**src/scp_pkg.sv**
```systemverilog
package scp_pkg;

  // ==========================================================================
  // Configuration byte layout
  // ==========================================================================
  localparam logic [7:0] SCP_CFG_OFFSET    = 8'h06;  // Register address on the serial port.
  localparam int         SCP_RST_BIT       = 7;
  localparam int         SCP_MODE_BIT      = 6;
  localparam int         SCP_PD_BIT        = 3;
  localparam int         SCP_RES_LSB       = 0;
  localparam int         SCP_RES_W         = 3;
  localparam logic [7:0] SCP_CFG_WMASK     = 8'hcf;  // Bits 5 and 4 always read as zero.
  localparam logic [2:0] SCP_RES_RESET     = 3'h4;
  localparam logic [7:0] SCP_CFG_RESET     = 8'h04;
  localparam logic [7:0] SCP_UNMAPPED_DATA = 8'h00;

  // ==========================================================================
  // Resolution codes and the counts per inch they select
  // ==========================================================================
  localparam logic [2:0] SCP_RES_400  = 3'h0;
  localparam logic [2:0] SCP_RES_500  = 3'h1;
  localparam logic [2:0] SCP_RES_600  = 3'h2;
  localparam logic [2:0] SCP_RES_800  = 3'h3;
  localparam logic [2:0] SCP_RES_1000 = 3'h4;
  localparam logic [2:0] SCP_RES_1200 = 3'h5;
  localparam logic [2:0] SCP_RES_1600 = 3'h6;
  localparam int         SCP_CPI_W    = 11;

  // ==========================================================================
  // Pin timing
  // ==========================================================================
  localparam int CLK_PERIOD_NS      = 100;
  localparam int WAKE_PULSE_NS      = 1000;
  localparam int WAKE_PULSE_CYCLES  = (WAKE_PULSE_NS + CLK_PERIOD_NS - 1) / CLK_PERIOD_NS;
  localparam int RESET_HOLD_CYCLES  = 4;

  // ==========================================================================
  // Register port and pin states
  // ==========================================================================
  typedef struct packed {
    logic       wr;
    logic       rd;
    logic [7:0] addr;
    logic [7:0] wdata;
  } scp_req_t;

  typedef enum logic [1:0] {
    SCP_PIN_IDLE,
    SCP_PIN_LEVEL,
    SCP_PIN_PULSE
  } scp_pin_st_t;

endpackage : scp_pkg

```
**src/scp_cpi_map.sv**
```systemverilog
`timescale 1ns/1ps

// ============================================================================
// Registered translation of the resolution code into counts per inch.
// ============================================================================
module scp_cpi_map
  import scp_pkg::*;
(
  // Clock and reset.
  input  wire logic                 clk_i,
  input  wire logic                 sys_rst_i,
  // Code in, resolution out.
  input  wire logic [SCP_RES_W-1:0] res_code_i,
  output logic      [SCP_CPI_W-1:0] cpi_o
);

  typedef struct packed {
    logic [SCP_CPI_W-1:0] cpi;
  } scp_map_st_t;

  scp_map_st_t st_ff;
  scp_map_st_t nxt_st;

  // Code 7 is undefined; it falls back to the default resolution.
  always_comb
  begin
    nxt_st = st_ff;
    case (res_code_i)
      SCP_RES_400:  nxt_st.cpi = 11'd400;
      SCP_RES_500:  nxt_st.cpi = 11'd500;
      SCP_RES_600:  nxt_st.cpi = 11'd600;
      SCP_RES_800:  nxt_st.cpi = 11'd800;
      SCP_RES_1000: nxt_st.cpi = 11'd1000;
      SCP_RES_1200: nxt_st.cpi = 11'd1200;
      SCP_RES_1600: nxt_st.cpi = 11'd1600;
      default:      nxt_st.cpi = 11'd1000;
    endcase
  end

  // Register the mapped value.
  always_ff @(posedge clk_i)
  begin
    if (sys_rst_i)
    begin
      st_ff.cpi <= 11'd1000;
    end
    else
    begin
      st_ff <= nxt_st;
    end
  end

  assign cpi_o = st_ff.cpi;

endmodule : scp_cpi_map

```
**src/scp_config.sv**
```systemverilog
`timescale 1ns/1ps

// Operation
// Configuration byte holds reset bit 7, mode bit 6, power-down bit 3, resolution 2:0.
// Writing the reset bit as one performs a full chip reset.
// Mode bit defaults zero for motion level; one selects sleep-wake pulse.
// Motion mode drives the pin low while either displacement is nonzero.
// Motion mode returns the pin high once both displacements read zero.
// Wake mode emits one pulse when motion is seen during sleep.
// Controller reads motion flags, then X, then Y displacement.
// Power-down bit defaults zero; writing one enters power-down mode.
// Resolution code maps 000..110 to 400..1600 counts per inch, default 1000.
// Writers place zeros in bits 5 and 4; they read back as zero.

// ============================================================================
// Configuration register and motion/wake pin driver.
// ============================================================================
module scp_config
  import scp_pkg::*;
#(
  parameter int PULSE_CYCLES = WAKE_PULSE_CYCLES,
  parameter int RST_CYCLES   = RESET_HOLD_CYCLES
)
(
  // Clock and reset.
  input  wire logic                 clk_i,
  input  wire logic                 sys_rst_i,
  // Register port from the serial interface logic.
  input  scp_req_t                  req_i,
  output logic      [7:0]           rdata_o,
  // Sensor core state.
  input  wire logic                 dx_nonzero_i,
  input  wire logic                 dy_nonzero_i,
  input  wire logic                 sleep_active_i,
  input  wire logic                 motion_event_i,
  // Controls steering the sensor core.
  output logic                      chip_reset_o,
  output logic                      power_down_request_o,
  output logic                      wake_pin_mode_select_o,
  output logic      [SCP_RES_W-1:0] resolution_select_o,
  output logic      [SCP_CPI_W-1:0] cpi_o,
  // Motion/wake pin, active low.
  output logic                      motion_wake_pin_n_o
);

  // ==========================================================================
  // Block state
  // ==========================================================================
  typedef struct packed {
    logic                 rst_req;
    logic                 mode;
    logic                 pd;
    logic [SCP_RES_W-1:0] res;
    logic [7:0]           rdata;
    logic [7:0]           rst_cnt;
    logic [7:0]           pulse_cnt;
    logic                 pin_n;
    scp_pin_st_t          pin_st;
  } scp_state_t;

  // Counter loads, cut to the counter width on purpose.
  localparam logic [7:0] PULSE_LEN = 8'(PULSE_CYCLES);
  localparam logic [7:0] RST_LEN   = 8'(RST_CYCLES);

  scp_state_t st_ff;
  scp_state_t nxt_st;
  logic       hit;
  logic       pending;
  logic       wr_ok;

  // ==========================================================================
  // Request decode
  // ==========================================================================
  // Writes are refused while a chip reset runs, so a second write cannot cut the
  // reset short or leave fields that the closing restore would then overwrite.
  assign hit     = (req_i.addr == SCP_CFG_OFFSET);
  // Either displacement still holding data keeps the level pin asserted.
  assign pending = dx_nonzero_i | dy_nonzero_i;
  assign wr_ok   = req_i.wr && hit && (st_ff.rst_cnt == 8'h00);

  // ==========================================================================
  // Next-state logic
  // ==========================================================================
  always_comb
  begin
    nxt_st = st_ff;
    // Register write; bits 5 and 4 are masked so stray ones never stick.
    if (wr_ok)
    begin
      nxt_st.rst_req = req_i.wdata[SCP_RST_BIT];
      nxt_st.mode    = req_i.wdata[SCP_MODE_BIT];
      nxt_st.pd      = req_i.wdata[SCP_PD_BIT];
      nxt_st.res     = req_i.wdata[SCP_RES_LSB +: SCP_RES_W];
      if (req_i.wdata[SCP_RST_BIT])
      begin
        nxt_st.rst_cnt = RST_LEN;
      end
    end
    // Readback shows live fields, reserved bits zero.
    // A read and a write in one cycle return the value from before the write.
    if (req_i.rd)
    begin
      if (hit)
      begin
        nxt_st.rdata = {st_ff.rst_req, st_ff.mode, 2'b00, st_ff.pd, st_ff.res} &
                       SCP_CFG_WMASK;
      end
      else
      begin
        nxt_st.rdata = SCP_UNMAPPED_DATA;
      end
    end
    // Self-clearing chip reset: hold for a few cycles, then restore defaults.
    // The pin is frozen meanwhile and comes back released; a displacement still
    // nonzero pulls it low again on the next cycle in motion level mode.
    if (st_ff.rst_cnt != 8'h00)
    begin
      nxt_st.rst_cnt = st_ff.rst_cnt - 8'h01;
      if (st_ff.rst_cnt == 8'h01)
      begin
        nxt_st.rst_req = 1'b0;
        nxt_st.mode    = 1'b0;
        nxt_st.pd      = 1'b0;
        nxt_st.res     = SCP_RES_RESET;
        nxt_st.pin_st  = SCP_PIN_IDLE;
        nxt_st.pin_n   = 1'b1;
      end
    end
    // Pin behaviour; the pulse runs to completion even if the mode flips.
    // Limitation: a mode change in mid-pulse leaves the pin low until the count
    // runs out, so level indication resumes one idle cycle after that.
    if (st_ff.rst_cnt == 8'h00)
    begin
      case (st_ff.pin_st)
        SCP_PIN_IDLE:
        begin
          nxt_st.pin_n = 1'b1;
          if (!st_ff.mode && pending)
          begin
            nxt_st.pin_st = SCP_PIN_LEVEL;
            nxt_st.pin_n  = 1'b0;
          end
          else if (st_ff.mode && motion_event_i && sleep_active_i)
          begin
            nxt_st.pin_st    = SCP_PIN_PULSE;
            nxt_st.pin_n     = 1'b0;
            nxt_st.pulse_cnt = PULSE_LEN;
          end
        end
        SCP_PIN_LEVEL:
        begin
          if (st_ff.mode || !pending)
          begin
            nxt_st.pin_st = SCP_PIN_IDLE;
            nxt_st.pin_n  = 1'b1;
          end
        end
        SCP_PIN_PULSE:
        begin
          nxt_st.pulse_cnt = st_ff.pulse_cnt - 8'h01;
          if (st_ff.pulse_cnt <= 8'h01)
          begin
            nxt_st.pin_st = SCP_PIN_IDLE;
            nxt_st.pin_n  = 1'b1;
          end
        end
        // An illegal state code releases the pin and returns to idle.
        default:
        begin
          nxt_st.pin_st = SCP_PIN_IDLE;
          nxt_st.pin_n  = 1'b1;
        end
      endcase
    end
  end

  // ==========================================================================
  // State register
  // ==========================================================================
  // Synchronous reset returns every field to its power-up default.
  always_ff @(posedge clk_i)
  begin
    if (sys_rst_i)
    begin
      st_ff.rst_req   <= 1'b0;
      st_ff.mode      <= 1'b0;
      st_ff.pd        <= 1'b0;
      st_ff.res       <= SCP_RES_RESET;
      st_ff.rdata     <= 8'h00;
      st_ff.rst_cnt   <= 8'h00;
      st_ff.pulse_cnt <= 8'h00;
      st_ff.pin_n     <= 1'b1;
      st_ff.pin_st    <= SCP_PIN_IDLE;
    end
    else
    begin
      st_ff <= nxt_st;
    end
  end

  // ==========================================================================
  // Resolution lookup
  // ==========================================================================
  // Registered resolution lookup for the motion engine.
  scp_cpi_map u_cpi_map (
    .clk_i      (clk_i),
    .sys_rst_i  (sys_rst_i),
    .res_code_i (st_ff.res),
    .cpi_o      (cpi_o)
  );

  // ==========================================================================
  // Outputs
  // ==========================================================================
  // All outputs come straight from state flops.
  assign rdata_o                = st_ff.rdata;
  assign chip_reset_o           = st_ff.rst_req;
  assign power_down_request_o   = st_ff.pd;
  assign wake_pin_mode_select_o = st_ff.mode;
  assign resolution_select_o    = st_ff.res;
  assign motion_wake_pin_n_o    = st_ff.pin_n;

endmodule : scp_config

```
**config.mk**
```make
export PLATFORM = sky130hd
export DESIGN_NAME = scp_config
export DESIGN_NICKNAME = d
export VERILOG_FILES = /design/src/scp_pkg.sv /design/src/scp_cpi_map.sv /design/src/scp_config.sv
export SDC_FILE = /design/constraint.sdc
export NUM_CORES = 1
export LEC_CHECK = 0
export BUFFER_PORTS_ARGS = -buffer_cell sky130_fd_sc_hd__buf_4
export CAP_MARGIN = 40
export CORE_UTILIZATION = 35
export DETAILED_ROUTE_END_ITERATION = 7
export GPL_TIMING_DRIVEN = 0
export PLACE_DENSITY_LB_ADDON = 0.08
export SYNTH_ARGS = -nofsm -noshare
export SYNTH_HDL_FRONTEND = slang
export SYNTH_HIERARCHICAL = 1
export SYNTH_SLANG_ARGS = --single-unit
```
**constraint.sdc**
```tcl
create_clock -name clk_i -period 1.9 [get_ports clk_i]
set_input_delay 0.38 -clock clk_i [delete_from_list [all_inputs] [get_ports clk_i]]
set_output_delay 0.38 -clock clk_i [all_outputs]
set_load 0.02 [all_outputs]
```
# ---- Word level (Yosys, flattened, before mapping)
# Index checks and enable logic that the tools add are counted.
dict set report totals {
  register_bits 44
  out_inout_bits 26
  elab_cells 60
}
dict set report op_classes {
  add_sub_neg 2
  magnitude_cmp 1
  n_eq_ne 11
  muxes 18
  bitwise 1
  n_reduce_logical 17
}
# cell count
set op_table {}
lappend op_table {{11-bit one-hot mux with 6 select lines} 1}
lappend op_table {{8-bit two-way mux} 5}
lappend op_table {{3-bit two-way mux} 6}
lappend op_table {{6-bit two-way mux} 3}
lappend op_table {{8-bit one-hot mux with 2 select lines} 1}
lappend op_table {{8-bit by 1-bit subtractor with 8-bit output, second input constant} 2}
lappend op_table {{11-bit two-way mux} 1}
lappend op_table {{3-bit one-hot mux with 3 select lines} 1}
lappend op_table {{8-bit by 1-bit equality test with 1-bit output, second input constant} 1}
lappend op_table {{8-bit by 3-bit equality test with 1-bit output, second input constant} 1}
lappend op_table {{8-bit by 1-bit less-or-equal comparator with 1-bit output, second input constant} 1}
lappend op_table {{8-bit logical NOT} 1}
lappend op_table {{8-bit nonzero test} 1}
lappend op_table {{3-bit by 2-bit equality test with 1-bit output, second input constant} 2}
lappend op_table {{3-bit equality test, second input constant} 2}
lappend op_table {{2-bit nonzero test} 3}
lappend op_table {{1-bit logical AND} 5}
lappend op_table {{2-bit != test, second input constant} 2}
lappend op_table {{4-bit AND reduction} 1}
lappend op_table {{3-bit by 1-bit equality test with 1-bit output, second input constant} 1}
lappend op_table {{3-bit logical NOT} 1}
lappend op_table {{2-bit by 1-bit equality test with 1-bit output, second input constant} 1}
lappend op_table {{2-bit equality test, second input constant} 1}
lappend op_table {{1-bit logical NOT} 2}
lappend op_table {{other kinds (4)} 4}

# ---- Longest topological paths before layout
dict set report logic_depth {
  depth_word 7
  depth_mapped 7
  mapped_depth_nobuf 6
}

# ---- By module
# Netlist, hierarchy kept.
# module instances cells_each area_each_um2
set by_module_without_submodules {}
lappend by_module_without_submodules {scp_config 1 192 1609.0}
lappend by_module_without_submodules {scp_cpi_map 1 34 339.1}

# ---- Least setup slack after synthesis
# OpenSTA, ideal clock, no wires.
dict set report synth_path {
  kind {flip-flop to flip-flop}
  from {register st_ff[11] (netlist name)}
  to {register st_ff[10] (netlist name)}
  setup_time_ns 0.066
  t_arrival_ns 1.763
  required_ns 1.834
  setup_slack_ns 0.070
  stages_incl_launch_ff 7
  path_buffers 0
  synth_period_minus_slack_ns 1.830
  path_cell_list {dfxtp_1 -> inv_1 -> ha_1 -> nor3b_1 -> nand4_2 -> or4_4 -> a21oi_2}
}
dict set report synth_between {
  elab_chain_len 2
}
# element line
set synth_rtl {}
lappend synth_rtl {{start, declared} scp_config.sv:65} ;# scp_state_t st_ff;
lappend synth_rtl {{start signal, assigned} scp_config.sv:197} ;# st_ff <= nxt_st;
lappend synth_rtl {{8-bit logical NOT} scp_config.sv:132} ;# if (st_ff.rst_cnt == 8'h00)
lappend synth_rtl {{4-bit AND reduction (no line)} n/a}
# No other way between the ends.
# A chain may end at the register's enable or synchronous reset.

# ---- Worst setup path after layout
dict set report layout_path {
  from {register st_ff[5] (netlist name)}
  to {register st_ff[1] (netlist name)}
}
dict set report layout_between {
  elab_chain_len 4
}
# element line
set layout_rtl {}
lappend layout_rtl {{8-bit by 1-bit less-or-equal comparator with 1-bit output} scp_config.sv:161} ;# if (st_ff.pulse_cnt <= 8'h01)
lappend layout_rtl {{3-bit two-way mux} scp_config.sv:161}
lappend layout_rtl {{3-bit one-hot mux with 3 select lines} scp_config.sv:134} ;# case (st_ff.pin_st)
lappend layout_rtl {{3-bit two-way mux} scp_config.sv:132}
# No other way between the ends.

==> metrics list <==
- The flow ran to the end, and the final reports show no timing, DRC or antenna violations.
- Among cell families on the critical path, the largest total delay comes from simple AND/OR/NAND/NOR gates.
- Of all flip-flops after synthesis, the portion carrying an async set or reset was 0%.
* Number of antenna repair diodes: 0
* Maxcap violations: 0
- The first global-routing pass estimated around 7.6 mm of wire.
* Path type of the worst setup path: flip-flop to flip-flop
- Entering global routing, the biggest net connects 13 pins.
- CTS tree: built
- Register area share after synthesis: approximately two fifths
- Among all stages on the critical path, the largest delay is contributed by sky130_fd_sc_hd__or4_4.
* Flip-flop cell with the highest count after synthesis: sky130_fd_sc_hd__dfxtp_1
- The detailed router finished its first iteration with 76 violations.
- Worst setup slack before clock tree synthesis: -0.350 ns
- Max-slew headroom at the worst pin: about half
- Core footprint: approximately 5200 um^2
- During synthesis, Yosys emitted a total of 6 warnings.
* Final worst hold slack: roughly 0.33 ns
- The tree built by TritonCTS fans out to 40 sinks.
- By area the synthesized netlist is led by sky130_fd_sc_hd__dfxtp_1 41%, sky130_fd_sc_hd__buf_4 5.8%, sky130_fd_sc_hd__a21oi_1 5.4%.
- The worst setup path is captured at a flip-flop.
* Die Y: roughly 77 um
- Portion of synthesized cell area occupied by the leading cell type: just over 40%
* Number of enable flip-flop cells after synthesis: 0
- DRC errors left: 0
- Timing would allow up to ~0.56 GHz.
- PD cells: between 1000 and 1500 nW/um^2
- After synthesis the netlist holds a flip-flop and latch count of 40.
- The die covers between 5000 and 6000 um^2.
- # nets final: 308
* Max Clock Skew: between 0.004 and 0.005 ns
* Via count of the first global-routing pass: 1616
* Average routed wire per standard cell: about 13 um
- The startpoint identified for the worst register-to-register timing path is st_ff[5]$_SDFFE_PP0P_.
* Final critical-path required period: around 1.8 ns
* Number of top-level pins: 50
- The H-tree was split into 2 levels.
- The initial antenna violation count was 0.
- Setup violations remaining at the end of the flow were counted as 0.
* Number of buffers added by the clock tree synthesis step: 5
* Crit path DAT: about 1.9 ns
- Across every metal layer, demand over resource in global routing totals 16.1%.
- In this run, distinct cell masters in the synthesized netlist total 51.
- The average instance in the mapped netlist occupies 8.62 um^2.
* Critical-path cell list: or4_4 -> or4_1 -> o21ai_0 -> a211oi_1
- Crit path buf inv count: 0
- The completed layout was analyzed and its total power is about 2600 uW.
- HP Start: req_i[2]
* Fraction of final layout cells sized beyond drive strength 1: between 30% and 40%
- Initial Util: between 30% and 40%
* CTS Hold Bufs: 0
- Setup repair after global routing left no endpoint under its margin.
- Once layout is complete, the utilization of the core stands at between 40 and 50%.
* Crit path launch: st_ff[5]$_SDFFE_PP0P_
* Reg-to-reg slack, setup: 0.12 ns
* Worst endpoint required time: 2.06 ns
- Using the TritonRoute via totals, the vias-per-cell ratio works out to roughly 5.0.
* Count of buffers from port buffering: between 40 and 50
- Summed over all cells, the static leakage comes to between 0.001 and 0.0015 uW.
- The first detailed-routing pass took 4 iterations.
* Post-DRT Antenna Nets: 0
- Leftover overflow at the end of global routing: 0
- Number of cells produced by synthesis: 226
- Setup slack on the critical path of the routed design comes to 0.118 ns.
* RD Place Congestion: a little under 0.8
* Most area-hungry cell type in the Yosys netlist: sky130_fd_sc_hd__dfxtp_1
- Wires add up to between 4 and 5 mm.
* Total via count in the routed design: between 1.5k and 2k
- Final clock period utilization by the worst path: between 90% and 100%
- STA classifies the critical path startpoint as a flip-flop.
- The longest clock path from root to sink contains 2 buffers.
* Source-to-sink clock delay at the later pin of the worst-skew pair: slightly below 0.3 ns
- Maximum fanout encountered on the critical timing path: 4
* Estimated wirelength of the detail-placed design: approximately 3.3 mm
- After clock tree synthesis, the clock-pin slew on the worst setup and hold paths is around 0.080 ns.
* Worst Max-Slew Pin Slew: between 0.7 and 0.8 ns
- Most common cell in the netlist: sky130_fd_sc_hd__dfxtp_1
- The tree is rooted in a sky130_fd_sc_hd__clkbuf_8.
- The count of final hold-check violations was 0.
- Cell area after synthesis: 1950 um^2
* Horizontal extent of the die: ~77 um
- After synthesis, the most frequently instantiated cells are 40 x sky130_fd_sc_hd__dfxtp_1, 21 x sky130_fd_sc_hd__a21oi_1, 16 x sky130_fd_sc_hd__nand2_1.
* Worst min-delay path category: primary input to flip-flop
* Largest stage delay, worst path: approximately 0.54 ns
- Worst-case vdd ir drop: ~0.00054 V
- Pins over their slew limit: 0
- Adding up every negative setup slack in the final design gives 0 ns.
* Layout-stage area growth over the synthesis result: 31.6%
* Count of standard-cell rows: 26
[tightest hold or removal path: cells and delay by family]
family	cells	cell delay [ns]
buffers and inverters	1	0.08
AND/OR/NAND/NOR	2	0.12
[sequential cells by signal, indices dropped and copies added (netlist names)]
register	flops
wake_pin_mode_select_o	1
power_down_request_o	1
rdata_o	6
resolution_select_o	3
chip_reset_o	1
st_ff	18
motion_wake_pin_n_o	1
u_cpi_map/cpi_o	9
[cell usage in the layout, fill, tap and decap left out, types with 2 or more instances in the layout]
cell,count
sky130_fd_sc_hd__buf_4,62
sky130_fd_sc_hd__nor4b_1,2
sky130_fd_sc_hd__a211oi_1,4
sky130_fd_sc_hd__or3_1,7
sky130_fd_sc_hd__nand3b_1,3
sky130_fd_sc_hd__nor2_1,12
sky130_fd_sc_hd__o21ai_0,13
sky130_fd_sc_hd__o31ai_1,3
sky130_fd_sc_hd__or4_4,3
sky130_fd_sc_hd__clkbuf_8,5
sky130_fd_sc_hd__nor4_4,2
sky130_fd_sc_hd__and3_1,2
sky130_fd_sc_hd__nand4_1,3
sky130_fd_sc_hd__ha_1,3
sky130_fd_sc_hd__clkbuf_1,5
sky130_fd_sc_hd__nor3b_1,2
sky130_fd_sc_hd__nor2b_1,3
sky130_fd_sc_hd__inv_1,7
sky130_fd_sc_hd__a21oi_1,21
sky130_fd_sc_hd__mux2i_1,2
sky130_fd_sc_hd__nand2_1,16
sky130_fd_sc_hd__conb_1,4
sky130_fd_sc_hd__nor3_1,6
sky130_fd_sc_hd__dfxtp_1,40
sky130_fd_sc_hd__nor4_1,2
sky130_fd_sc_hd__nand3_1,8
sky130_fd_sc_hd__a41o_1,2
sky130_fd_sc_hd__nand2b_1,3
sky130_fd_sc_hd__a21o_1,2
sky130_fd_sc_hd__or4_1,4
[what timing repair did]
item                       CTS  global route
pin swaps                    0             2
buffers inserted             1             1
setup endpoints to repair   20             8
gates resized for setup     11             8
[layer usage]
metal	routed length, um	track usage, %	up-vias
met2	2000	25.5	38
met5	0	0	-
met3	191	3.95	6
met1	2330	21.4	800
li1	-	-	911
met4	41	5.19	0
[cell families after synthesis]
kind of cell             share of synthesized area [%]
flip-flops                                        41.1
multiplexers                                      1.03
AND/OR/NAND/NOR                                   26.8
buffers and inverters                             8.99
adder cells (fa/ha/maj)                           2.57
XOR/XNOR                                         0.899
other                                            0.386
AO/OA/AOI/OAI                                     18.2
[metrics by stage]
stage | cell area [um^2] | std cells
floorplan | 1960 | 228
global placement | 2370 | 341
detailed placement | 2370 | 341
CTS | 2530 | 350
global route | 2560 | 351
finish | 2560 | 351
[path summary, 6_finish.rpt]
path	to	depth (start not counted)
max	st_ff[1]$_SDFF_PP0_	4
min	resolution_select_o[2]$_SDFF_PP1_	3
max reg2reg	st_ff[1]$_SDFF_PP0_	4
min reg2reg	rdata_o[7]$_SDFFE_PP0P_	2
[final cells by class]
type                       count  area, um^2
fill                         517        2670
timing repair buffer          45         338
clock buffer                   6        72.6
tap                           70        87.6
multi-input combinational    157        1050
inverter                       8        30.0
buffer                        23         151
sequential                    40         801
clock inverter                 2        35.0
[where the power goes]
group	internal [uW]	leakage (uW)	total (uW)	switching (uW)
Clock	390	0.0000552	701	310
Combinational	426	0.000649	927	501
Sequential	911	0.000324	1020	108
Power figures use the tool's default switching activity.
